<file path="config.mk">
export PLATFORM = sky130hd
export DESIGN_NAME = ccv_capcomp
export DESIGN_NICKNAME = d
export VERILOG_FILES = /design/src/ccv_pkg.sv /design/src/ccv_chan_if.sv /design/src/ccv_capcomp.sv /design/src/ccv_channel.sv
export SDC_FILE = /design/constraint.sdc
export NUM_CORES = 1
export LEC_CHECK = 0
export BUFFER_PORTS_ARGS = -buffer_cell sky130_fd_sc_hd__buf_2
export CAP_MARGIN = 20
export CORE_UTILIZATION = 55
export CTS_BUF_LIST = sky130_fd_sc_hd__clkbuf_2 sky130_fd_sc_hd__clkbuf_4 sky130_fd_sc_hd__clkbuf_8
export CTS_CLUSTER_DIAMETER = 40
export DETAILED_ROUTE_END_ITERATION = 6
export GPL_TIMING_DRIVEN = 0
export PLACE_DENSITY_LB_ADDON = 0.25
export SLEW_MARGIN = 20
export SYNTH_ARGS = -nofsm -noshare
export SYNTH_HDL_FRONTEND = slang
export SYNTH_SLANG_ARGS = --single-unit
</file>
<file path="constraint.sdc">
create_clock -name clk -period 8.35 [get_ports clk]
set_input_delay 1.67 -clock clk [delete_from_list [all_inputs] [get_ports clk]]
set_output_delay 1.67 -clock clk [all_outputs]
set_load 0.03 [all_outputs]
</file>
<file path="src/ccv_pkg.sv">
package ccv_pkg;
    // Register map: one 16-bit word per register, word aligned
    localparam logic [15:0] ADDR_TIMER_CTL = 16'h0160;
    localparam logic [15:0] ADDR_CTL_BASE = 16'h0162;
    localparam logic [15:0] ADDR_CMP_BASE = 16'h0172;
    localparam logic [15:0] ADDR_VECTOR = 16'h0180;
    // Channel control word fields
    localparam int CTL_FLAG = 0;
    localparam int CTL_OVR = 1;
    localparam int CTL_OUTBIT = 2;
    localparam int CTL_LEVEL = 3;
    localparam int CTL_IE = 4;
    localparam int CTL_MODE_LO = 5;
    localparam int CTL_CAPSEL = 8;
    localparam int CTL_LATCHED = 10;
    localparam int CTL_SYNC = 11;
    localparam int CTL_INSEL_LO = 12;
    localparam int CTL_EDGE_LO = 14;
    // Timer control word fields
    localparam int TCTL_OVF_FLAG = 0;
    localparam int TCTL_OVF_IE = 1;
    // Reset values
    localparam logic [15:0] CTL_RESET = 16'h0000;
    localparam logic [15:0] CMP_RESET = 16'h0000;
    // Shared vector codes
    localparam logic [15:0] VEC_NONE = 16'h0000;
    localparam logic [15:0] VEC_OVERFLOW = 16'h000a;
    // Output modes
    typedef enum logic [2:0] {
        OM_OUT = 3'b000,
        OM_SET = 3'b001,
        OM_TOG_RST = 3'b010,
        OM_SET_RST = 3'b011,
        OM_TOG = 3'b100,
        OM_RST = 3'b101,
        OM_TOG_SET = 3'b110,
        OM_RST_SET = 3'b111
    } ccv_outmode_type;
    // Capture input sources
    typedef enum logic [1:0] {
        IN_A = 2'b00,
        IN_B = 2'b01,
        IN_GND = 2'b10,
        IN_VCC = 2'b11
    } ccv_insel_type;
endpackage

</file>
<file path="src/ccv_chan_if.sv">
`timescale 1ns/1ps
`default_nettype none
interface ccv_chan_if;
    logic wr_ctl;
    logic wr_cmp;
    logic vec_clr;
    logic ack;
    logic count_en;
    logic period_match;
    logic [15:0] wdata;
    logic [15:0] timer_value;
    logic [15:0] ctl_word;
    logic [15:0] cmp_val;
    logic flag;
    logic ie;
    logic match;
    logic out;
    modport ctrl(output wr_ctl, wr_cmp, vec_clr, ack, count_en, period_match, wdata,
                 timer_value, input ctl_word, cmp_val, flag, ie, match, out);
    modport chan(input wr_ctl, wr_cmp, vec_clr, ack, count_en, period_match, wdata,
                 timer_value, output ctl_word, cmp_val, flag, ie, match, out);
endinterface
`default_nettype wire

</file>
<file path="src/ccv_capcomp.sv">
// Summary of operation
// - Mode 0 output follows software output bit.
// - Selected capture level readable in control word.
// - Channel enable and global enable gate requests.
// - Modes 1,4,5: match sets, toggles, resets.
// - Modes 2,3: match toggles/sets, period resets.
// - Modes 6,7: match toggles/resets, period sets.
// - Non-zero modes update output on clock edge.
// - Match latches selected level into status bit.
// - Edge field: off, rising, falling, both.
// - Channel 0 flag has own top request.
// - Other flags and overflow share one request.
// - Channel 0 flag sets on counter match.
// - Vector codes: 2, 4, overflow 10.
// - Vector reads zero when nothing pending.
// - Vector access clears only the top flag.
// - Remaining flags keep shared request asserted.
// - Vector write stores nothing, clears like read.
`timescale 1ns/1ps
`default_nettype none
module ccv_capcomp #(
    parameter int NUM_CH = 3
) (
    // Clock and reset
    input wire logic clk,
    input wire logic sys_rst,
    // Register port
    input wire logic [15:0] reg_addr,
    input wire logic [15:0] reg_wdata,
    input wire logic reg_wr,
    input wire logic reg_rd,
    output logic [15:0] reg_rdata,
    // Counter core
    input wire logic [15:0] timer_value,
    input wire logic timer_count_en,
    input wire logic timer_overflow,
    // Capture inputs
    input wire logic [NUM_CH-1:0] input_a,
    input wire logic [NUM_CH-1:0] input_b,
    // Processor side
    input wire logic global_irq_enable,
    input wire logic chan0_irq_ack,
    // Outputs
    output logic [NUM_CH-1:0] channel_output,
    output logic chan0_irq,
    output logic shared_irq
);
    typedef struct packed {
        logic ovf_flag;
        logic ovf_ie;
        logic [15:0] rdata;
    } ccv_top_state_type;

    ccv_top_state_type s_r;
    ccv_top_state_type s_nxt;

    logic [15:0] ctl_w [NUM_CH];
    logic [15:0] cmp_w [NUM_CH];
    logic [NUM_CH-1:0] flag_w;
    logic [NUM_CH-1:0] ie_w;
    logic [NUM_CH-1:0] match_w;
    logic [NUM_CH-1:0] vec_clr_w;
    logic [NUM_CH-1:0] pend_w;
    logic ovf_pend;
    logic ovf_clr;
    logic vec_hit;
    logic [15:0] vec_code;
    int ctl_slot;
    int cmp_slot;

    ccv_chan_if ch_if [NUM_CH] ();

    // Slot of a word in a per-channel register bank, -1 when outside
    function automatic int reg_slot(input logic [15:0] a, input logic [15:0] base);
        int off;
        off = int'(a) - int'(base);
        if (off >= 0 && off < 2 * NUM_CH && !a[0]) begin
            return off / 2;
        end
        return -1;
    endfunction

    // Priority code: channel 1 highest, overflow lowest
    function automatic logic [15:0] vec_pick(input logic [NUM_CH-1:0] p, input logic ovf);
        logic [15:0] code;
        code = ccv_pkg::VEC_NONE;
        if (ovf) begin
            code = ccv_pkg::VEC_OVERFLOW;
        end
        for (int k = NUM_CH - 1; k >= 1; k--) begin
            if (p[k]) begin
                code = 16'(2 * k);
            end
        end
        return code;
    endfunction

    // Channel instances, each behind its own interface
    for (genvar g = 0; g < NUM_CH; g++) begin : g_ch
        assign ch_if[g].wr_ctl = reg_wr && (ctl_slot == g);
        assign ch_if[g].wr_cmp = reg_wr && (cmp_slot == g);
        assign ch_if[g].vec_clr = vec_clr_w[g];
        assign ch_if[g].ack = (g == 0) ? chan0_irq_ack : 1'b0;
        assign ch_if[g].count_en = timer_count_en;
        assign ch_if[g].period_match = match_w[0];
        assign ch_if[g].wdata = reg_wdata;
        assign ch_if[g].timer_value = timer_value;
        assign ctl_w[g] = ch_if[g].ctl_word;
        assign cmp_w[g] = ch_if[g].cmp_val;
        assign flag_w[g] = ch_if[g].flag;
        assign ie_w[g] = ch_if[g].ie;
        assign match_w[g] = ch_if[g].match;
        assign channel_output[g] = ch_if[g].out;
        ccv_channel u_ch (
            .clk(clk),
            .sys_rst(sys_rst),
            .bus(ch_if[g].chan),
            .input_a(input_a[g]),
            .input_b(input_b[g])
        );
    end

    // Decode, vector priority and vector clears
    always_comb begin
        ctl_slot = reg_slot(reg_addr, ccv_pkg::ADDR_CTL_BASE);
        cmp_slot = reg_slot(reg_addr, ccv_pkg::ADDR_CMP_BASE);
        // Enabled flags only, so a masked source never steals the vector
        pend_w = flag_w & ie_w;
        pend_w[0] = 1'b0;
        ovf_pend = s_r.ovf_flag & s_r.ovf_ie;
        vec_code = vec_pick(pend_w, ovf_pend);
        // Reads and writes both count as a vector access
        vec_hit = (reg_rd || reg_wr) && (reg_addr == ccv_pkg::ADDR_VECTOR);
        vec_clr_w = '0;
        for (int k = 1; k < NUM_CH; k++) begin
            vec_clr_w[k] = vec_hit && (vec_code == 16'(2 * k));
        end
        ovf_clr = vec_hit && (vec_code == ccv_pkg::VEC_OVERFLOW);
    end

    // Timer control word and registered read data
    always_comb begin
        s_nxt = s_r;
        if (reg_wr && reg_addr == ccv_pkg::ADDR_TIMER_CTL) begin
            s_nxt.ovf_flag = reg_wdata[ccv_pkg::TCTL_OVF_FLAG];
            s_nxt.ovf_ie = reg_wdata[ccv_pkg::TCTL_OVF_IE];
        end
        if (ovf_clr) begin
            s_nxt.ovf_flag = 1'b0;
        end
        // Overflow event beats a clear in the same cycle
        if (timer_overflow) begin
            s_nxt.ovf_flag = 1'b1;
        end
        s_nxt.rdata = 16'h0000;
        if (reg_rd) begin
            if (reg_addr == ccv_pkg::ADDR_TIMER_CTL) begin
                s_nxt.rdata[ccv_pkg::TCTL_OVF_FLAG] = s_r.ovf_flag;
                s_nxt.rdata[ccv_pkg::TCTL_OVF_IE] = s_r.ovf_ie;
            end else if (reg_addr == ccv_pkg::ADDR_VECTOR) begin
                s_nxt.rdata = vec_code;
            end else if (ctl_slot >= 0) begin
                s_nxt.rdata = ctl_w[ctl_slot];
            end else if (cmp_slot >= 0) begin
                s_nxt.rdata = cmp_w[cmp_slot];
            end
        end
    end

    always_ff @(posedge clk) begin
        if (sys_rst) begin
            s_r <= '0;
        end else begin
            s_r <= s_nxt;
        end
    end

    // Requests; global enable gates both, as the processor would
    assign chan0_irq = flag_w[0] & ie_w[0] & global_irq_enable;
    assign shared_irq = ((|pend_w) | ovf_pend) & global_irq_enable;
    assign reg_rdata = s_r.rdata;
endmodule // ccv_capcomp
`default_nettype wire

</file>
<file path="src/ccv_channel.sv">
`timescale 1ns/1ps
`default_nettype none
module ccv_channel (
    // Clock and reset
    input wire logic clk,
    input wire logic sys_rst,
    // Link to the register side
    ccv_chan_if.chan bus,
    // Capture inputs
    input wire logic input_a,
    input wire logic input_b
);
    typedef struct packed {
        logic [1:0] edge_mode;
        logic [1:0] insel;
        logic sync_sel;
        logic latched;
        logic capsel;
        logic [2:0] mode;
        logic ie;
        logic outbit;
        logic ovr;
        logic flag;
        logic [15:0] cmp_val;
        logic out_ff;
        logic sync;
        logic prev;
    } ccv_chan_state_type;

    ccv_chan_state_type s_r;
    ccv_chan_state_type s_nxt;
    logic level;
    logic edge_src;
    logic rise;
    logic fall;
    logic capture;

    // Next output flop value per mode, both matches seen together
    function automatic logic next_out(input logic [2:0] m, input logic eq0, input logic eqx,
                                      input logic cur);
        logic d;
        d = cur;
        unique case (ccv_pkg::ccv_outmode_type'(m))
            ccv_pkg::OM_OUT: d = cur;
            ccv_pkg::OM_SET: d = eqx ? 1'b1 : cur;
            ccv_pkg::OM_TOG_RST: d = eqx ? (eq0 ? 1'b1 : ~cur) : (eq0 ? 1'b0 : cur);
            ccv_pkg::OM_SET_RST: d = eqx ? 1'b1 : (eq0 ? 1'b0 : cur);
            ccv_pkg::OM_TOG: d = eqx ? ~cur : cur;
            ccv_pkg::OM_RST: d = eqx ? 1'b0 : cur;
            ccv_pkg::OM_TOG_SET: d = eqx ? (eq0 ? 1'b0 : ~cur) : (eq0 ? 1'b1 : cur);
            ccv_pkg::OM_RST_SET: d = eqx ? 1'b0 : (eq0 ? 1'b1 : cur);
        endcase
        return d;
    endfunction

    // Source select, edge detect and compare
    always_comb begin
        unique case (ccv_pkg::ccv_insel_type'(s_r.insel))
            ccv_pkg::IN_A: level = input_a;
            ccv_pkg::IN_B: level = input_b;
            ccv_pkg::IN_GND: level = 1'b0;
            ccv_pkg::IN_VCC: level = 1'b1;
        endcase
        edge_src = s_r.sync_sel ? s_r.sync : level;
        rise = edge_src & ~s_r.prev;
        fall = ~edge_src & s_r.prev;
        capture = s_r.capsel & ((s_r.edge_mode[0] & rise) | (s_r.edge_mode[1] & fall));
        bus.match = bus.count_en & ~s_r.capsel & (bus.timer_value == s_r.cmp_val);
    end

    // Next state; hardware sets win over software clears
    always_comb begin
        s_nxt = s_r;
        s_nxt.sync = level;
        s_nxt.prev = edge_src;
        if (bus.wr_ctl) begin
            s_nxt.edge_mode = bus.wdata[ccv_pkg::CTL_EDGE_LO +: 2];
            s_nxt.insel = bus.wdata[ccv_pkg::CTL_INSEL_LO +: 2];
            s_nxt.sync_sel = bus.wdata[ccv_pkg::CTL_SYNC];
            s_nxt.capsel = bus.wdata[ccv_pkg::CTL_CAPSEL];
            s_nxt.mode = bus.wdata[ccv_pkg::CTL_MODE_LO +: 3];
            s_nxt.ie = bus.wdata[ccv_pkg::CTL_IE];
            s_nxt.outbit = bus.wdata[ccv_pkg::CTL_OUTBIT];
            s_nxt.ovr = bus.wdata[ccv_pkg::CTL_OVR];
            s_nxt.flag = bus.wdata[ccv_pkg::CTL_FLAG];
        end
        if (bus.wr_cmp) begin
            s_nxt.cmp_val = bus.wdata;
        end
        if (bus.vec_clr || bus.ack) begin
            s_nxt.flag = 1'b0;
        end
        if (bus.match) begin
            s_nxt.latched = level;
            s_nxt.flag = 1'b1;
        end
        if (capture) begin
            s_nxt.cmp_val = bus.timer_value;
            // Only a real overrun sets it, so a software clear in this cycle survives
            if (s_r.flag) begin
                s_nxt.ovr = 1'b1;
            end
            s_nxt.flag = 1'b1;
        end
        // Mode 0 keeps the flop tracking so a mode change starts clean
        if (s_r.mode == 3'b000) begin
            s_nxt.out_ff = s_nxt.outbit;
        end else begin
            s_nxt.out_ff = next_out(s_r.mode, bus.period_match, bus.match, s_r.out_ff);
        end
    end

    always_ff @(posedge clk) begin
        if (sys_rst) begin
            s_r <= '0;
        end else begin
            s_r <= s_nxt;
        end
    end

    // Read view of the channel
    always_comb begin
        bus.ctl_word = ccv_pkg::CTL_RESET;
        bus.ctl_word[ccv_pkg::CTL_EDGE_LO +: 2] = s_r.edge_mode;
        bus.ctl_word[ccv_pkg::CTL_INSEL_LO +: 2] = s_r.insel;
        bus.ctl_word[ccv_pkg::CTL_SYNC] = s_r.sync_sel;
        bus.ctl_word[ccv_pkg::CTL_LATCHED] = s_r.latched;
        bus.ctl_word[ccv_pkg::CTL_CAPSEL] = s_r.capsel;
        bus.ctl_word[ccv_pkg::CTL_MODE_LO +: 3] = s_r.mode;
        bus.ctl_word[ccv_pkg::CTL_IE] = s_r.ie;
        bus.ctl_word[ccv_pkg::CTL_LEVEL] = level;
        bus.ctl_word[ccv_pkg::CTL_OUTBIT] = s_r.outbit;
        bus.ctl_word[ccv_pkg::CTL_OVR] = s_r.ovr;
        bus.ctl_word[ccv_pkg::CTL_FLAG] = s_r.flag;
    end
    assign bus.cmp_val = s_r.cmp_val;
    assign bus.flag = s_r.flag;
    assign bus.ie = s_r.ie;
    assign bus.out = (s_r.mode == 3'b000) ? s_r.outbit : s_r.out_ff;
endmodule // ccv_channel
`default_nettype wire

</file>
==> metrics.txt <==
# TYPE chip_impl_metric gauge
chip_impl_metric{name="cts-htree-levels",unit=""} 4
chip_impl_metric{name="hold-path-cell-count",unit=""} 2
chip_impl_metric{name="numCtsBuffers",unit=""} 17
chip_impl_metric{name="setup_violations",unit=""} 0
chip_impl_metric{name="worst_path_bufs_invs",unit=""} 4
chip_impl_metric{name="starting_density_of_the_core",unit="%"} 56.6
chip_impl_metric{name="path_clk_slew",unit="ns"} 0.08
chip_impl_metric{name="worst-endpoint-required",unit="ns"} 8.73
chip_impl_metric{name="layout_min_cycle_time",unit="ns"} 6.48
chip_impl_metric{name="cellInternalPower",unit="uW"} 909
chip_impl_metric{name="synthesis.area_per_instance",unit="sq um"} 8.42
chip_impl_metric{name="grt_antenna_before_repair",unit=""} 0
chip_impl_metric{name="final_hold_viol_count",unit=""} 0
chip_impl_metric{name="timing.setup.tns",unit="ns"} 0
chip_impl_metric{name="detail_route.vias_per_cell",unit=""} 6.29
chip_impl_metric{name="post_cts_buffers",unit=""} 0
chip_impl_metric{name="stdcell_area",unit="sq mm"} 0.00880
chip_impl_metric{name="drt_first_pass_iters",unit=""} 5
chip_impl_metric{name="hold_slack",unit="ns"} 0.474
chip_impl_metric{name="timing_max_transition_violations_final",unit=""} 0
chip_impl_metric{name="placement_rows",unit=""} 43
chip_impl_metric{name="switching_share",unit="%"} 28.9
chip_impl_metric{name="grt_overflow",unit=""} 0
chip_impl_metric{name="antenna_diode_instance_count",unit=""} 0
chip_impl_metric{name="ys_async_sr_fraction",unit="%"} 0
chip_impl_metric{name="grt_max_degree",unit=""} 17
chip_impl_metric{name="post_cts.resized_instances",unit=""} 0
chip_impl_metric{name="via_count",unit=""} 7582
chip_impl_metric{name="slew-limit-headroom",unit="%"} 43.6
chip_impl_metric{name="fp.dieH",unit="um"} 121
chip_impl_metric{name="period_share",unit="%"} 77.6
chip_impl_metric{name="grt_pass1_wl",unit="um"} 36900
chip_impl_metric{name="postSynthRegisterBits",unit=""} 117
chip_impl_info{name="tritoncts_clock_tree",value="yes"} 1
chip_impl_metric{name="clock.fmax",unit="MHz"} 154
chip_impl_metric{name="pin_count",unit=""} 83
chip_impl_metric{name="place.port_buffers",unit=""} 62
chip_impl_info{name="result_of_the_run",value="finished clean"} 1
chip_impl_metric{name="fin_skew",unit="ns"} 0.0151
chip_impl_info{name="rsz_0062_raised_after_global_routing",value="false"} 1
chip_impl_info{name="cts_root_buf",value="sky130_fd_sc_hd__clkbuf_8"} 1
chip_impl_metric{name="gp_routability_congestion",unit=""} 0.977
chip_impl_metric{name="dieWidth",unit="um"} 121
chip_impl_metric{name="ctsHoldBuffers",unit=""} 0
chip_impl_info{name="crit_type",value="in2reg"} 1
chip_impl_metric{name="worst_skew_pair.late_latency",unit="ns"} 0.46
chip_impl_info{name="cpLargestDelayFamily",value="simple AND/OR/NAND/NOR gates"} 1
chip_impl_metric{name="tightestPinTransition",unit="ns"} 0.845
chip_impl_metric{name="finalNetCount",unit=""} 1087
chip_impl_metric{name="core-area",unit="sq mm"} 0.0139
chip_impl_metric{name="routed_wire_length_per_instance",unit="um"} 19.7
chip_impl_info{name="cp_cell_sequence",value="buf_2 -> inv_1 -> ha_1 -> clkbuf_2 -> or3b_2 -> a2111oi_2 -> xnor2_1 -> or4_1 -> a2111oi_0 -> nand4_1 -> ha_1 -> or3_1 -> nor3_1 -> nand3_1 -> nor4_2 -> and3_1 -> buf_2 -> a22o_1"} 1
chip_impl_metric{name="cts.sinks",unit=""} 117
chip_impl_metric{name="seqPwrFrac",unit="%"} 43.8
chip_impl_metric{name="clk_path_buf_depth",unit=""} 2
chip_impl_metric{name="drt_drc_violations_left",unit=""} 0
chip_impl_metric{name="sequential_share_of_the_synthesized_area",unit="%"} 29.8
chip_impl_metric{name="via_count_of_the_first_global_routing_pass",unit=""} 6962
chip_impl_metric{name="drive_gt1_share",unit="%"} 20.0
chip_impl_metric{name="dpl.hpwl",unit="um"} 17600
chip_impl_info{name="timing.critical_path.slowest_stage_cell",value="sky130_fd_sc_hd__nor4_2"} 1
chip_impl_metric{name="yosys.cell_types.count",unit=""} 70
chip_impl_metric{name="drt_iter0_markers",unit=""} 902
chip_impl_metric{name="ir_worst_vdd",unit="uV"} 149
chip_impl_metric{name="netlist_area",unit="sq mm"} 0.00785
chip_impl_metric{name="die-area",unit="sq mm"} 0.0148
chip_impl_metric{name="n_fill_cell",unit=""} 1251
chip_impl_metric{name="postRouteAntennaNets",unit=""} 0
chip_impl_metric{name="grt_use_total",unit="%"} 32.9
chip_impl_metric{name="placed_cell_area",unit="sq mm"} 0.00839
chip_impl_metric{name="synthesis.nets",unit=""} 1006
chip_impl_metric{name="arrival",unit="ns"} 6.86
chip_impl_metric{name="drv_cap",unit=""} 0
chip_impl_metric{name="synth_enable_flop_cells",unit=""} 0
chip_impl_info{name="endpoint_kind",value="flip-flop"} 1
chip_impl_metric{name="crit_cells",unit=""} 18
chip_impl_info{name="synthFlopType",value="sky130_fd_sc_hd__dfxtp_1"} 1
chip_impl_metric{name="power.clock.fraction",unit="%"} 43.6
chip_impl_metric{name="number_of_warning_messages_in_the_yosys_log",unit=""} 0
chip_impl_metric{name="postRouteWirelength",unit="um"} 23800
chip_impl_metric{name="critical_path.max_fanout",unit=""} 10
chip_impl_metric{name="static-leakage-power",unit="uW"} 0.00362
chip_impl_metric{name="comb_power_share",unit="%"} 12.5
chip_impl_metric{name="delay_of_the_slowest_cell_on_the_worst_path",unit="ns"} 0.65
chip_impl_metric{name="power_density",unit="mW/mm^2"} 145
chip_impl_info{name="kind_of_launch_point_of_the_worst_setup_path",value="input pin"} 1
chip_impl_info{name="min-delay-path-class",value="reg2reg"} 1
chip_impl_metric{name="count_of_mapped_cells_out_of_synthesis",unit=""} 932
chip_impl_metric{name="syn2layout_area_growth",unit="%"} 12.1
chip_impl_metric{name="worst_r2r_path_depth",unit=""} 10
chip_impl_metric{name="netSwitchingPower",unit="uW"} 370
-- through the flow --
stage	power [uW]	utilization, %	std cells	worst slack (ns)
after CTS	1270	63.4	1206	1.95
after global routing	1310	63.4	1206	1.61
after floorplan	675	-	932	2.40
after detailed placement	728	60.4	1174	1.52
after global placement	728	60.4	1174	1.47
final	1280	63.4	1206	1.87
-- final cells by class --
class | count | area [sq um] | share of cell area (%)
multi-input combinational | 706 | 4980 | 56.6
sequential | 117 | 2340 | 26.6
buffer | 100 | 490 | 5.58
timing repair buffer | 62 | 310 | 3.53
clock buffer | 17 | 234 | 2.66
tap | 180 | 225 | 2.56
clock inverter | 15 | 178 | 2.02
inverter | 9 | 33.8 | 0.384
-- worst paths after layout --
kind / start / to / slack (ns)
min reg2reg: g_ch[1].u_ch.bus.ctl_word[10] / g_ch[1].u_ch.bus.ctl_word[10] / 0.47
min: g_ch[1].u_ch.bus.ctl_word[10] / g_ch[1].u_ch.bus.ctl_word[10] / 0.47
max: reg_addr[1] / reg_rdata[8] / 1.87
max reg2reg: g_ch[1].u_ch.bus.ctl_word[13] / g_ch[1].u_ch.bus.cmp_val[13] / 5.09
-- cell usage after synthesis (16+ instances only) --
cell / number / area (sq um)
sky130_fd_sc_hd__a21oi_1: 20 / 100
sky130_fd_sc_hd__nor3_1: 68 / 340
sky130_fd_sc_hd__dfxtp_1: 117 / 2340
sky130_fd_sc_hd__a31o_2: 50 / 438
sky130_fd_sc_hd__nand2_1: 67 / 251
sky130_fd_sc_hd__buf_4: 22 / 165
sky130_fd_sc_hd__nor2_1: 72 / 270
sky130_fd_sc_hd__clkbuf_1: 57 / 214
sky130_fd_sc_hd__mux2i_1: 126 / 1260
sky130_fd_sc_hd__xor2_1: 23 / 201
sky130_fd_sc_hd__o21ai_0: 48 / 240
sky130_fd_sc_hd__nand3_1: 17 / 85.1
sky130_fd_sc_hd__xnor2_1: 36 / 315
sky130_fd_sc_hd__a22o_1: 16 / 140
-- sequential cells by signal, indices dropped and copies added, names as in the netlist --
signal,count
g_ch.u_ch.bus.cmp_val,48
g_ch.u_ch.bus.ctl_word,36
reg_rdata,16
g_ch.u_ch.s_r,9
g_ch.u_ch.bus.flag,3
g_ch.u_ch.bus.ie,3
s_r,2
-- logic make-up (layout without fill, tap and decap cells) --
| group | count (synthesis) | after routing | synth area share (%) |
|---|---|---|---|
| and+or+nand+nor | 319 | 319 | 21.2 |
| AOI/OAI and AO/OA | 184 | 184 | 16.7 |
| muxes | 131 | 131 | 16.8 |
| DFF | 117 | 117 | 29.8 |
| buffers and inverters | 109 | 203 | 6.68 |
| xor gates and xnor gates | 60 | 60 | 6.87 |
| adders and majority gates | 12 | 12 | 1.91 |
-- tightest hold or removal path, delay by kind of cell, from the launching register on --
| family | cells | cell delay (ns) |
|---|---|---|
| AO/OA/AOI/OAI | 1 | 0.05 |
| flip-flops | 1 | 0.32 |
| AND/OR/NAND/NOR | 1 | 0.06 |
-- placed cells by master, fill, tap and decap left out, drive strengths merged, types with 6 or more instances in the layout --
cell type | Yosys | routed
a22o | 16 | 16
xor2 | 23 | 23
a31oi | 9 | 9
clkbuf | 59 | 76
xnor2 | 36 | 36
nand3 | 17 | 17
or4 | 7 | 7
o21ai | 49 | 49
buf | 41 | 103
a31o | 50 | 50
ha | 12 | 12
mux2i | 126 | 126
nand2 | 67 | 67
or2 | 6 | 6
and3 | 8 | 8
dfxtp | 117 | 117
a21oi | 20 | 20
nand4 | 12 | 12
nor3b | 7 | 7
inv | 9 | 12
and2 | 7 | 7
nor4 | 14 | 14
nor2 | 73 | 73
nand2b | 11 | 11
clkinv | 0 | 7
nor3 | 68 | 68
-- power groups by stage --
| stage | sequential (uW) | clock, uW | combinational (uW) |
|---|---|---|---|
| 2_1_floorplan | 573 | 0 | 102 |
| 3_3_place_gp | 573 | 0 | 154 |
| 3_5_place_dp | 573 | 0 | 155 |
| 4_1_cts | 560 | 557 | 156 |
| 5_1_grt | 561 | 583 | 171 |
| 6_report | 561 | 558 | 160 |
-- metal layers --
layer	track usage, %	part of all wire [%]	up-vias
met5	0	0	-
met4	14.9	3.6	0
met3	5.45	6.6	72
met2	52.1	46	395
met1	43.5	44	3577
li1	-	-	3538
Power figures use the tool's default switching activity.
